File: src/rtl/rtp_pkg.sv
// constants, field layout and bus states of the rtc interrupt, trim and power control block
// assumes a 200 MHz core clock and a free-running 32.768 kHz oscillator square wave on a pin
package rtp_pkg;
  localparam logic [6:0] DEV_ADDR = 7'h6f;
  localparam logic [15:0] ADDR_INT = 16'h0011;
  localparam logic [15:0] ADDR_ATR = 16'h0012;
  localparam logic [15:0] ADDR_DTR = 16'h0013;
  localparam logic [15:0] ADDR_PWR = 16'h0014;
  localparam logic [15:0] ADDR_SR = 16'h003f;
  localparam logic [15:0] ADDR_STEP = 16'h0001;
  // factory contents of the control bytes; pwr reset code bits are product straps
  localparam logic [7:0] INT_RST = 8'h00;
  localparam logic [7:0] ATR_RST = 8'h00;
  localparam logic [7:0] DTR_RST = 8'h00;
  localparam logic [7:0] PWR_RST = 8'h40;
  localparam logic [7:0] INT_MASK = 8'hf8;
  localparam logic [7:0] ATR_MASK = 8'h3f;
  localparam logic [7:0] DTR_MASK = 8'h07;
  localparam logic [7:0] PWR_MASK = 8'hc7;
  localparam logic [1:0] IDX_INT = 2'h0;
  localparam logic [1:0] IDX_ATR = 2'h1;
  localparam logic [1:0] IDX_DTR = 2'h2;
  localparam logic [1:0] IDX_PWR = 2'h3;
  localparam int INT_PULSED = 7;
  localparam int INT_EN_B = 6;
  localparam int INT_EN_A = 5;
  localparam int INT_SEL_HI = 4;
  localparam int INT_SEL_LO = 3;
  localparam int DTR_SIGN = 2;
  localparam int DTR_10PPM = 1;
  localparam int DTR_20PPM = 0;
  localparam int PWR_BUS_DIS = 7;
  localparam int PWR_SW_MODE = 6;
  localparam int SR_FLAG_B = 6;
  localparam int SR_FLAG_A = 5;
  localparam int SR_REGISTER_WRITE_ENABLE_LATCH = 2;
  localparam int SR_WEL = 1;
  localparam logic [7:0] SR_CMD_CLR = 8'h00;
  localparam logic [7:0] SR_CMD_WEL = 8'h02;
  localparam logic [7:0] SR_CMD_REGISTER_WRITE_ENABLE_LATCH = 8'h06;
  localparam logic [1:0] SEL_ALARM = 2'h0;
  localparam logic [1:0] SEL_32K = 2'h1;
  localparam logic [1:0] SEL_4K = 2'h2;
  localparam logic [1:0] SEL_1HZ = 2'h3;
  localparam int DIV_W = 15;
  localparam int DIV_4K_BIT = 2;
  localparam int DIV_1HZ_BIT = 14;
  // load capacitance in half picofarads
  localparam logic [6:0] CX_BASE_HPF = 7'h12;
  localparam logic [6:0] CX_B5_HPF = 7'h20;
  localparam logic [5:0] PPM_10 = 6'h0a;
  localparam logic [5:0] PPM_20 = 6'h14;
  // pulsed interrupt width and spacing, in oscillator periods
  localparam logic [2:0] IRQ_PULSE_OSC = 3'h4;
  localparam logic [2:0] IRQ_GAP_OSC = 3'h1;
  localparam logic [2:0] LEVEL_MAX = 3'h4;
  localparam logic [2:0] LEVEL_DEFAULT = 3'h0;
  localparam logic [3:0] BIT_ACK = 4'h8;
  localparam logic [3:0] BIT_END = 4'h9;
  typedef enum logic [2:0] {B_IDLE, B_DEV, B_AHI, B_ALO, B_WR, B_RD} rtp_bus_t;
endpackage

File: src/rtl/rtp_nv_if.sv
// carrier between the control logic and the non-volatile control byte store
// assumes both sides run on the same core clock
`timescale 1ns/1ps
`default_nettype none
interface rtp_nv_if;
  logic rst_n;
  logic we;
  logic [1:0] idx;
  logic [7:0] wdata;
  logic [3:0][7:0] bytes;
  modport ctrl (output rst_n, output we, output idx, output wdata, input bytes);
  modport store (input rst_n, input we, input idx, input wdata, output bytes);
endinterface
`default_nettype wire

File: src/rtl/rtp_nv_store.sv
// non-volatile control bytes: interrupt control, analog trim, digital trim, power control
// assumes its reset only comes with a factory restore, never with core reset
`timescale 1ns/1ps
`default_nettype none
module rtp_nv_store
  import rtp_pkg::*;
(
  input wire logic mclk, // core clock
  rtp_nv_if.store nv // write port and byte outputs
);
  typedef struct packed {
    logic [3:0][7:0] b;
  } rtp_nv_state_t;

  localparam logic [3:0][7:0] NV_MASK = {PWR_MASK, DTR_MASK, ATR_MASK, INT_MASK};
  localparam rtp_nv_state_t NV_DEF = '{b: {PWR_RST, DTR_RST, ATR_RST, INT_RST}};

  rtp_nv_state_t st_reg;
  rtp_nv_state_t st_next;

  always_comb begin
    st_next = st_reg;
    if (nv.we) begin
      st_next.b[nv.idx] = nv.wdata & NV_MASK[nv.idx];
    end
  end

  // only a factory restore reloads the factory contents, so the bytes outlive core resets
  always_ff @(posedge mclk or negedge nv.rst_n) begin
    if (!nv.rst_n) begin
      st_reg <= NV_DEF;
    end else begin
      st_reg <= st_next;
    end
  end

  assign nv.bytes = st_reg.b;
endmodule // rtp_nv_store
`default_nettype wire

File: src/rtl/rtp_ctrl.sv
// rtc alarm interrupt gating, clock-out divider, oscillator trim and power control, with i2c slave
// assumes scl, sda, osc and analog comparator levels are asynchronous pins; alarm matches are core-clock pulses
`timescale 1ns/1ps
`default_nettype none
module rtp_ctrl
  import rtp_pkg::*;
(
  input wire logic mclk, // core clock, 200 MHz
  input wire logic rstn, // core reset, active low
  input wire logic nv_rstn, // factory restore of control bytes, active low
  input wire logic scl_in, // serial clock pin
  input wire logic sda_in, // serial data pin level
  output logic sda_out, // serial data drive value, always low
  output logic sda_oe, // serial data pulled low when high
  input wire logic osc_in, // 32.768 kHz oscillator
  input wire logic alarm_a_match, // alarm a comparator match pulse
  input wire logic alarm_b_match, // alarm b comparator match pulse
  input wire logic vdd_below_reset, // supply below selected reset level
  input wire logic battery_mode, // running from the battery
  output logic irq_clkout_out, // shared pin drive value, always low
  output logic irq_clkout_oe, // shared pin pulled low when high
  output logic [6:0] load_cap_hpf, // crystal pin load capacitance, half pF
  output logic signed [5:0] trim_ppm, // digital trim correction in ppm
  output logic [2:0] reset_level_code, // supply reset level select
  output logic switchover_legacy, // legacy switchover mode
  output logic serial_bus_enabled, // serial interface usable
  output logic reset_out_n // reset output, active low
);
  typedef struct packed {
    logic [1:0] scl_s;
    logic [1:0] sda_s;
    logic [1:0] osc_s;
    logic [1:0] below_s;
    logic [1:0] bat_s;
    logic scl_d;
    logic sda_d;
    logic osc_d;
    rtp_bus_t bst;
    logic [3:0] cnt;
    logic [7:0] sh;
    logic [7:0] rb;
    logic [15:0] addr;
    logic ack_ok;
    logic write_enable_latch;
    logic register_write_enable_latch;
    logic ccr_wr;
    logic we;
    logic [1:0] idx;
    logic [7:0] wdata;
    logic flag_a;
    logic flag_b;
    logic pend_a;
    logic pend_b;
    logic plow;
    logic [2:0] pcnt;
    logic [DIV_W-1:0] div;
    logic sda_o;
    logic sda_oe;
    logic irq_oe;
    logic [6:0] cap;
    logic [5:0] ppm;
    logic [2:0] lvl;
    logic legacy;
    logic bus_en;
    logic rst_o_n;
  } rtp_state_t;

  rtp_nv_if nv ();
  logic [1:0] rs_reg;
  logic [1:0] nvr_reg;
  logic rst_n;
  rtp_state_t st_reg;
  rtp_state_t st_next;
  logic scl;
  logic sda;
  logic osc;
  logic bat;
  logic [7:0] ic;
  logic [7:0] at;
  logic [7:0] dt;
  logic [7:0] pw;
  logic [1:0] sel;
  logic en_a;
  logic en_b;
  logic pulsed;
  logic bus_off;

  // reset release through two flops; assertion stays asynchronous
  always_ff @(posedge mclk or negedge rstn) begin
    if (!rstn) begin
      rs_reg <= 2'h0;
    end else begin
      rs_reg <= {rs_reg[0], 1'b1};
    end
  end

  always_ff @(posedge mclk or negedge nv_rstn) begin
    if (!nv_rstn) begin
      nvr_reg <= 2'h0;
    end else begin
      nvr_reg <= {nvr_reg[0], 1'b1};
    end
  end

  assign rst_n = rs_reg[1];
  assign nv.rst_n = nvr_reg[1];
  assign nv.we = st_reg.we;
  assign nv.idx = st_reg.idx;
  assign nv.wdata = st_reg.wdata;

  rtp_nv_store u_store (
    .mclk(mclk),
    .nv(nv.store)
  );

  assign scl = st_reg.scl_s[1];
  assign sda = st_reg.sda_s[1];
  assign osc = st_reg.osc_s[1];
  assign bat = st_reg.bat_s[1];
  assign ic = nv.bytes[IDX_INT];
  assign at = nv.bytes[IDX_ATR];
  assign dt = nv.bytes[IDX_DTR];
  assign pw = nv.bytes[IDX_PWR];
  assign sel = {ic[INT_SEL_HI], ic[INT_SEL_LO]};
  assign en_a = ic[INT_EN_A];
  assign en_b = ic[INT_EN_B];
  assign pulsed = ic[INT_PULSED];
  // a supply below the reset level pulls reset_out_n low, which also mutes the bus
  assign bus_off = (bat & pw[PWR_BUS_DIS]) | ~st_reg.rst_o_n;

  function automatic logic [7:0] rd_byte(input logic [15:0] a);
    logic [7:0] r;
    r = 8'h00;
    case (a)
      ADDR_INT: r = ic;
      ADDR_ATR: r = at;
      ADDR_DTR: r = dt;
      ADDR_PWR: r = pw;
      ADDR_SR: begin
        r[SR_FLAG_B] = st_reg.flag_b;
        r[SR_FLAG_A] = st_reg.flag_a;
        r[SR_REGISTER_WRITE_ENABLE_LATCH] = st_reg.register_write_enable_latch;
        r[SR_WEL] = st_reg.write_enable_latch;
      end
      default: r = 8'h00;
    endcase
    return r;
  endfunction

  always_comb begin
    logic rise;
    logic fall;
    logic start;
    logic stop;
    logic otick;
    logic clr;
    logic [5:0] mag;
    logic [15:0] off;
    rtp_state_t s;
    s = st_reg;
    st_next = st_reg;
    rise = scl & ~s.scl_d;
    fall = ~scl & s.scl_d;
    start = scl & s.scl_d & ~sda & s.sda_d;
    stop = scl & s.scl_d & sda & ~s.sda_d;
    otick = osc & ~s.osc_d;
    clr = 1'b0;
    mag = (dt[DTR_10PPM] ? PPM_10 : 6'h00) + (dt[DTR_20PPM] ? PPM_20 : 6'h00);
    off = s.addr - ADDR_INT;
    st_next.scl_s = {s.scl_s[0], scl_in};
    st_next.sda_s = {s.sda_s[0], sda_in};
    st_next.osc_s = {s.osc_s[0], osc_in};
    st_next.below_s = {s.below_s[0], vdd_below_reset};
    st_next.bat_s = {s.bat_s[0], battery_mode};
    st_next.scl_d = scl;
    st_next.sda_d = sda;
    st_next.osc_d = osc;
    st_next.we = 1'b0;

    // power control
    st_next.rst_o_n = ~(s.below_s[1] | (bat & ~s.rst_o_n));
    st_next.lvl = (pw[2:0] > LEVEL_MAX) ? LEVEL_DEFAULT : pw[2:0];
    st_next.legacy = pw[PWR_SW_MODE];
    st_next.bus_en = ~bus_off;

    // trim: the oscillator core consumes ppm to stretch or shrink its count per second
    st_next.cap = (at[5] ? 7'h00 : CX_B5_HPF) + {2'h0, at[4:0]} + CX_BASE_HPF;
    st_next.ppm = dt[DTR_SIGN] ? (6'h00 - mag) : mag;

    if (otick) begin
      st_next.div = s.div + 1'b1;
    end

    // serial slave
    if (bus_off || stop) begin
      st_next.bst = B_IDLE;
      st_next.sda_oe = 1'b0;
      if (stop && s.ccr_wr) begin
        st_next.register_write_enable_latch = 1'b0;
        st_next.ccr_wr = 1'b0;
      end
    end else if (start) begin
      st_next.bst = B_DEV;
      st_next.cnt = 4'h0;
      st_next.sda_oe = 1'b0;
    end else if (s.bst != B_IDLE) begin
      if (rise) begin
        if (s.cnt == BIT_ACK) begin
          st_next.ack_ok = ~sda;
        end else begin
          st_next.sh = {s.sh[6:0], sda};
        end
        st_next.cnt = s.cnt + 4'h1;
      end else if (fall) begin
        if (s.cnt == BIT_ACK) begin
          st_next.sda_oe = (s.bst == B_DEV) ? (s.sh[7:1] == DEV_ADDR) : (s.bst != B_RD);
          if (s.bst == B_RD && s.addr == ADDR_SR) begin
            clr = 1'b1;
          end
        end else if (s.cnt == BIT_END) begin
          st_next.cnt = 4'h0;
          st_next.sda_oe = 1'b0;
          case (s.bst)
            B_DEV: begin
              if (s.sh[7:1] != DEV_ADDR) begin
                st_next.bst = B_IDLE;
              end else if (s.sh[0]) begin
                st_next.bst = B_RD;
                st_next.rb = rd_byte(s.addr);
              end else begin
                st_next.bst = B_AHI;
              end
            end
            B_AHI: begin
              st_next.addr[15:8] = s.sh;
              st_next.bst = B_ALO;
            end
            B_ALO: begin
              st_next.addr[7:0] = s.sh;
              st_next.bst = B_WR;
            end
            B_WR: begin
              st_next.addr = s.addr + ADDR_STEP;
              if (s.addr == ADDR_SR) begin
                if (s.sh == SR_CMD_CLR) begin
                  st_next.write_enable_latch = 1'b0;
                  st_next.register_write_enable_latch = 1'b0;
                end else if (s.sh == SR_CMD_WEL) begin
                  st_next.write_enable_latch = 1'b1;
                end else if (s.sh == SR_CMD_REGISTER_WRITE_ENABLE_LATCH && s.write_enable_latch) begin
                  st_next.register_write_enable_latch = 1'b1;
                end
              end else if (s.addr >= ADDR_INT && s.addr <= ADDR_PWR && s.register_write_enable_latch) begin
                // writes without both latches set are dropped silently
                st_next.we = 1'b1;
                st_next.idx = off[1:0];
                st_next.wdata = s.sh;
                st_next.ccr_wr = 1'b1;
              end
            end
            B_RD: begin
              if (!s.ack_ok) begin
                st_next.bst = B_IDLE;
              end else begin
                st_next.addr = s.addr + ADDR_STEP;
                st_next.rb = rd_byte(s.addr + ADDR_STEP);
              end
            end
            default: st_next.bst = B_IDLE;
          endcase
          if (st_next.bst == B_RD) begin
            st_next.sda_oe = ~st_next.rb[7];
          end
        end else if (s.bst == B_RD) begin
          st_next.sda_oe = ~s.rb[3'h7 - s.cnt[2:0]];
        end
      end
    end

    // pulse engine: low phase then a gap, so two alarms give two separate pulses
    if (!pulsed) begin
      st_next.pend_a = 1'b0;
      st_next.pend_b = 1'b0;
    end
    if (!en_a) begin
      st_next.pend_a = 1'b0;
    end
    if (!en_b) begin
      st_next.pend_b = 1'b0;
    end
    if (s.pcnt != 3'h0) begin
      if (otick) begin
        st_next.pcnt = s.pcnt - 3'h1;
        if (s.pcnt == 3'h1 && s.plow) begin
          st_next.plow = 1'b0;
          st_next.pcnt = IRQ_GAP_OSC;
        end
      end
    end else if (s.pend_a || s.pend_b) begin
      st_next.plow = 1'b1;
      st_next.pcnt = IRQ_PULSE_OSC;
      if (s.pend_a) begin
        st_next.pend_a = 1'b0;
      end else begin
        st_next.pend_b = 1'b0;
      end
    end
    if (alarm_a_match && en_a && pulsed) begin
      st_next.pend_a = 1'b1;
    end
    if (alarm_b_match && en_b && pulsed) begin
      st_next.pend_b = 1'b1;
    end

    // a match in the clearing cycle wins over the clear
    st_next.flag_a = alarm_a_match | (s.flag_a & ~clr);
    st_next.flag_b = alarm_b_match | (s.flag_b & ~clr);

    case (sel)
      SEL_ALARM: st_next.irq_oe = (en_a | en_b) & (pulsed ? s.plow
                   : ((s.flag_a & en_a) | (s.flag_b & en_b)));
      SEL_32K: st_next.irq_oe = ~osc;
      SEL_4K: st_next.irq_oe = ~s.div[DIV_4K_BIT];
      SEL_1HZ: st_next.irq_oe = ~s.div[DIV_1HZ_BIT];
      default: st_next.irq_oe = 1'b0;
    endcase
  end

  always_ff @(posedge mclk or negedge rst_n) begin
    if (!rst_n) begin
      st_reg <= '0;
    end else begin
      st_reg <= st_next;
    end
  end

  assign sda_out = st_reg.sda_o;
  assign sda_oe = st_reg.sda_oe;
  assign irq_clkout_out = st_reg.sda_o;
  assign irq_clkout_oe = st_reg.irq_oe;
  assign load_cap_hpf = st_reg.cap;
  assign trim_ppm = st_reg.ppm;
  assign reset_level_code = st_reg.lvl;
  assign switchover_legacy = st_reg.legacy;
  assign serial_bus_enabled = st_reg.bus_en;
  assign reset_out_n = st_reg.rst_o_n;
endmodule // rtp_ctrl
`default_nettype wire

File: config.mk
export PLATFORM = sky130hd
export DESIGN_NAME = rtp_ctrl
export DESIGN_NICKNAME = d
export VERILOG_FILES = /design/src/rtl/rtp_pkg.sv /design/src/rtl/rtp_nv_if.sv /design/src/rtl/rtp_nv_store.sv /design/src/rtl/rtp_ctrl.sv
export SDC_FILE = /design/constraint.sdc
export NUM_CORES = 1
export LEC_CHECK = 0
export BUFFER_PORTS_ARGS = -buffer_cell sky130_fd_sc_hd__buf_2
export CORE_MARGIN = 8
export CORE_UTILIZATION = 26
export CTS_CLUSTER_DIAMETER = 60
export DETAILED_ROUTE_END_ITERATION = 8
export SLEW_MARGIN = 30
export SYNTH_ARGS = -nofsm -noshare
export SYNTH_HDL_FRONTEND = slang
export SYNTH_SLANG_ARGS = --single-unit
File: constraint.sdc
create_clock -name mclk -period 9 [get_ports mclk]
set_input_delay 0.9 -clock mclk [delete_from_list [all_inputs] [get_ports mclk]]
set_output_delay 0.9 -clock mclk [all_outputs]
set_load 0.005 [all_outputs]
Word-level counts from Yosys, hierarchy flattened
Cells that the tools add are included.
Cells by class
  add/sub/neg operators: 10
  bitwise logic cells: 41
  mux-type cells: 109
  reduce and logical (&&, ||, !) cells: 50
  $lt $le $gt $ge: 6
  eq/ne operators: 43
Operators by type and width (number)
  16-bit by 5-bit == test with 1-bit output (second input constant): 8
  24-bit 2-to-1 mux: 5
  8-bit 2-to-1 mux: 13
  14-bit 2-to-1 mux: 5
  54-bit 2-to-1 mux: 1
  8-bit one-hot mux with 3 select lines: 2
  2-bit one-hot mux with 5 select lines: 4
  3-bit 2-to-1 mux: 13
  9-bit != test (second input constant): 4
  32-bit bitwise mux: 1
  16-bit by 6-bit == test with 1-bit output (second input constant): 2
  1-bit 2-to-1 mux: 30
  10-bit AND reduction: 3
  3-bit nonzero test: 10
  7-bit 2-to-1 mux: 4
  12-bit 2-to-1 mux: 2
  11-bit AND reduction: 2
  4-bit 2-to-1 mux: 5
  1-bit one-hot mux with 4 select lines: 5
  5-bit AND reduction: 4
  1-bit inverter: 19
  6-bit 2-to-1 mux: 3
  9-bit AND reduction: 2
  2-bit nonzero test: 9
  52 further kinds: 103
Word-level totals
  bits of input ports: 10
  register bits after elaboration: 147

Longest topological paths before layout
  depth after elaboration: 21
  depth in mapped cells: 9
  mapped depth without buffers: 8

Modules after synthesis
From an unflattened synthesis, not the netlist that was laid out.
Unflattened totals
  cell total of the unflattened synthesis: 779
  area total of the unflattened synthesis: 7973.9 um^2
By module, submodules not included
  rtp_ctrl: instances 1, area each 6666.4 um^2, cells an instance 696
  rtp_nv_store: instances 1, area each 1307.5 um^2, cells an instance 83

Worst setup path after synthesis
Ideal clock, no wire load.
  path type: reg-to-reg
  from: reg st_reg[92] (netlist name)
  to: reg st_reg, in the netlist nv.wdata[0]
  period minus slack after synthesis: 2.521 ns
  path slack: 6.479 ns
  stages on the path, launching flop included: 8
  data arrival time: 2.395 ns
  path through: dfrtp_1 > inv_1 > ha_1 > nand4bb_1 > nor3_2 > nand3_1 > nor3_4 > mux2_4
On the way
  word-level cells in the longest chain between the ends: 3
  elaborated cells between the ends (all ways): 4
  classes of those cells: 2 x eq/ne; 1 x bitwise; 1 x reduce/logical
RTL lines
  start: declaration: line rtp_ctrl.sv:72  | rtp_state_t st_reg;
  start signal: assignment: line rtp_ctrl.sv:333  | st_reg <= st_next;
  4-bit == test: line rtp_ctrl.sv:215  | if (s.cnt == BIT_ACK) begin
  1-bit inverter (no source line)
  10-bit AND reduction (no source line) (*)
Every way passes the cells marked *; elsewhere a longest branch is shown, timed or not.
A chain may end at the register's enable or synchronous reset.

Worst setup path in the final report
  from: reg st_reg[60] (netlist name)
  to: reg st_reg, in the netlist nv.wdata[6]
On the way
  word-level cells in the longest chain between the ends: 4
  elaborated cells between the ends (all ways): 7
  classes of those cells: 2 x order compare; 1 x eq/ne; 1 x bitwise; 3 x reduce/logical
RTL lines
  16-bit by 5-bit greater-or-equal comparator with 1-bit output or 16-bit by 5-bit less-or-equal comparator with 1-bit output (tied branches): line rtp_ctrl.sv:253  | end else if (s.addr >= ADDR_INT && s.addr <= ADDR_PWR && s.register_write_enable_latch) begin
  1-bit logical AND (2 in series): line rtp_ctrl.sv:253
  10-bit AND reduction (no source line) (*)
Marked as above.

==> metrics.cfg <==
[outcome]
outcome = finished clean

[sta]
rsz0062_at_grt = no
finalHoldWorstSlack_ns = 0.256
maxSlewViolCount = 0
achievable-frequency_mhz = 316
final_period_minus_worst_setup_slack_ns = 3.17
finalHoldViolCount = 0
number_of_setup_violations_in_the_final_report = 0
final.period_utilization_pct = 35.2
worst_slew_pin_slew_ns = 0.875
slew_headroom_pct = 40.9
fin_setup_tns_ns = 0
finClkSkew_ns = 0.0127

[floorplanning]
io_pins = 33
chipHeight_um = 190
floorplan.core_area_sq_um = 29700
die_area_sq_um = 36100
die_width_um = 190
row_count = 63
start_util_pct = 26.5

[synthesis]
ys_dominant_reg_cell = dfrtp_1
multiplexer_fraction_of_the_synthesized_cell_area_pct = 4.47
postSynthCellCount = 804
synth_area_sq_um = 7860
synth_sequential_area_ratio_pct = 46.5
synthesized_area_fraction_occupied_by_adder_cells_pct = 3.98
synthesized_area_fraction_occupied_by_ao_oa_aoi_and_oai_cells_pct = 17.2
synth_warnings = 0
synthSimpleGateAreaFrac_pct = 19.4
synth_top_family_by_area = simple AND/OR/NAND/NOR gates
yosysUniqueCellTypes = 84
synthXorXnorAreaFrac_pct = 2.67
asyncSetResetFlopFracSynth_pct = 100
synth-edff-count = 0
synth_seq_cells = 146
synth_area_per_cell_sq_um = 9.78

[global_route]
gr-total-overflow = 0
initial_antenna_violation_count = 0
track_usage_pct = 10.8
largest_net_degree_at_the_start_of_global_routing = 60
grt_pass1_vias = 5714
grt_pass1_wl_um = 31100

[detailed_routing]
detailedRoute.firstIterationViolations = 495
dr_total_vias = 6064
remaining_drc_errors = 0
detail_route.wirelength_um = 19000
vias_per_cell = 5.05
firstDrtPassIters = 7
drt-wirelength-per-cell_um = 15.9
antenna_left = 0

[clocking]
total_clock_buffers_created_by_cts = 17
clk-insertion-delay-late_ns = 0.42
number_of_h_tree_levels = 4
clock_sinks = 146
hold_buffers = 0
clk_path_buf_depth = 2
cts_tree = yes
post_cts.resized_instances = 0
cts_root_buffer = clkbuf_16
worst_setup_hold_path_clk_slew_ns = 0.06
cts.repair_timing.setup_buffer_count = 0

[power_and_ir_drop]
static-leakage-power_nw = 3.65
vdd.ir_drop.worst_uv = 111
power.density_nw_per_um2 = 172

[critical_path]
cp-start-kind = flip-flop
worstPathCellList = inv_1 > ha_1 > or4bb_1 > nor4_4 > a21oi_2 > nor3_4 > mux2_4
worstReg2RegStart = st_reg[60]
path_max_fanout = 12
critical_path_buf_inv_count = 1
critical_path_class = reg2reg
cpPeakStageDelay_ns = 0.59
cp_slowest_cell = nor3_4
timing.critical_path.max_delay_family = simple AND/OR/NAND/NOR gates
cp_data_arrival_time_ns = 3.46
setup.worst_path.end_class = flip-flop
cp.required_ns = 9.30
timing.critical_path.from = st_reg[60]

[placed_design]
number_of_port_buffers = 29
dpl.hpwl_um = 13800
place.gp.congestion = 0.859
dpl-instance-area_sq_um = 8210

[layout]
antenna_cells = 0
drive_gt1_share_pct = 12.8
regArea_sq_um = 3660
design.final.nets = 833
multiInputGateArea_sq_um = 3790
final_core_utilization_pct = 29.6
layout.cell_area.non_filler_sq_um = 8810
num-fill-cells = 3071
area_delta_synth_final_pct = 12.0
largest_reg_flops = 70

[flow_run]
maxCapViolations = 0

[hold_path]
hold_path.class = in2async

==> cell usage after synthesis, drive strengths merged (4+ instances only) <==
cell | n | area share, %
a21o | 4 | 0.38
a21oi | 34 | 2.2
a221oi | 5 | 0.56
a222oi | 12 | 1.5
a22oi | 14 | 1.3
a31oi | 5 | 0.40
a32oi | 6 | 0.67
and3 | 5 | 0.40
and4 | 4 | 0.45
buf | 30 | 2.7
clkbuf | 29 | 1.4
dfrtp | 145 | 46
ha | 25 | 4.0
inv | 34 | 1.6
mux2 | 19 | 3.1
mux2i | 4 | 0.51
nand2 | 89 | 4.2
nand2b | 13 | 1.0
nand3 | 31 | 2.0
nand3b | 5 | 0.48
nand4 | 25 | 2.1
nor2 | 39 | 1.9
nor2b | 8 | 0.64
nor3 | 15 | 1.2
nor4 | 15 | 1.7
o211ai | 5 | 0.48
o21a | 4 | 0.38
o21ai | 79 | 5.0
o22ai | 6 | 0.48
or3 | 8 | 0.64
or4 | 5 | 0.57
xnor2 | 16 | 1.8
xor2 | 8 | 0.89
==> kinds of logic (layout without fill, tap and decap cells) <==
kind of cell | after synthesis | count (layout)
adders and majority gates | 25 | 25
other | 2 | 5
muxes | 26 | 26
and+or+nand+nor | 282 | 282
AOI/OAI and AO/OA | 206 | 206
buffers and inverters | 93 | 96
xor gates and xnor gates | 24 | 24
DFF | 146 | 146
==> report_power, final <==
group | leakage [nW] | switching (W) | internal (W) | total [W]
clock network | 0.287 | 0.000266 | 0.000440 | 0.000706
registers | 1.94 | 0.0000388 | 0.000685 | 0.000724
logic | 1.42 | 0.0000488 | 0.0000402 | 0.0000890
==> per-stage QoR <==
step / power, W / instances / worst slack (ns)
floorplan: 0.000796 / 807 / 5.65
global placement: 0.000822 / 1169 / 5.95
detailed placement: 0.000826 / 1169 / 5.88
CTS: 0.00154 / 1200 / 5.86
global route: 0.00159 / 1200 / 5.63
finish: 0.00152 / 1200 / 5.83
==> layout by cell type (no fill, tap or decap), types with 24 or more instances in the layout <==
cell / count
ha_1: 25
nor2_1: 38
nand2_1: 89
nand4_1: 24
nand3_1: 31
inv_1: 34
buf_2: 29
dfrtp_1: 144
o21ai_0: 78
a21oi_1: 32
==> layer usage <==
layer | track usage, % | share of wire, % | wire [um] | up-vias
li1 | - | - | - | 2913
met3 | 2.64 | 5.4 | 1020 | 31
met4 | 4.51 | 2.6 | 488 | 0
met5 | 0 | 0 | 0 | -
met2 | 17.4 | 48 | 9070 | 172
met1 | 13.5 | 44 | 8450 | 2948
==> area by class of cell <==
type,instances,share of cell area (%)
sequential,146,41.5
inverter,34,1.45
multi-input combinational,568,43.0
clock inverter,10,1.53
clock buffer,21,5.11
tap,390,5.54
timing repair buffer,31,1.82
==> worst paths after layout <==
path | to | slack (ns) | cells past startpoint
max in group asynchronous | nv.we | 7.42 | 1
worst min-delay path | nvr_reg[0] | 0.26 | 1
worst min register to register | u_store.nv.bytes[17] | 0.26 | 1
min in group mclk | scl | 0.35 | 0
worst max register to register | nv.wdata[6] | 5.83 | 7
worst max-delay path | nv.wdata[6] | 5.83 | 7
Note: power is estimated with default switching activity, not from simulation.
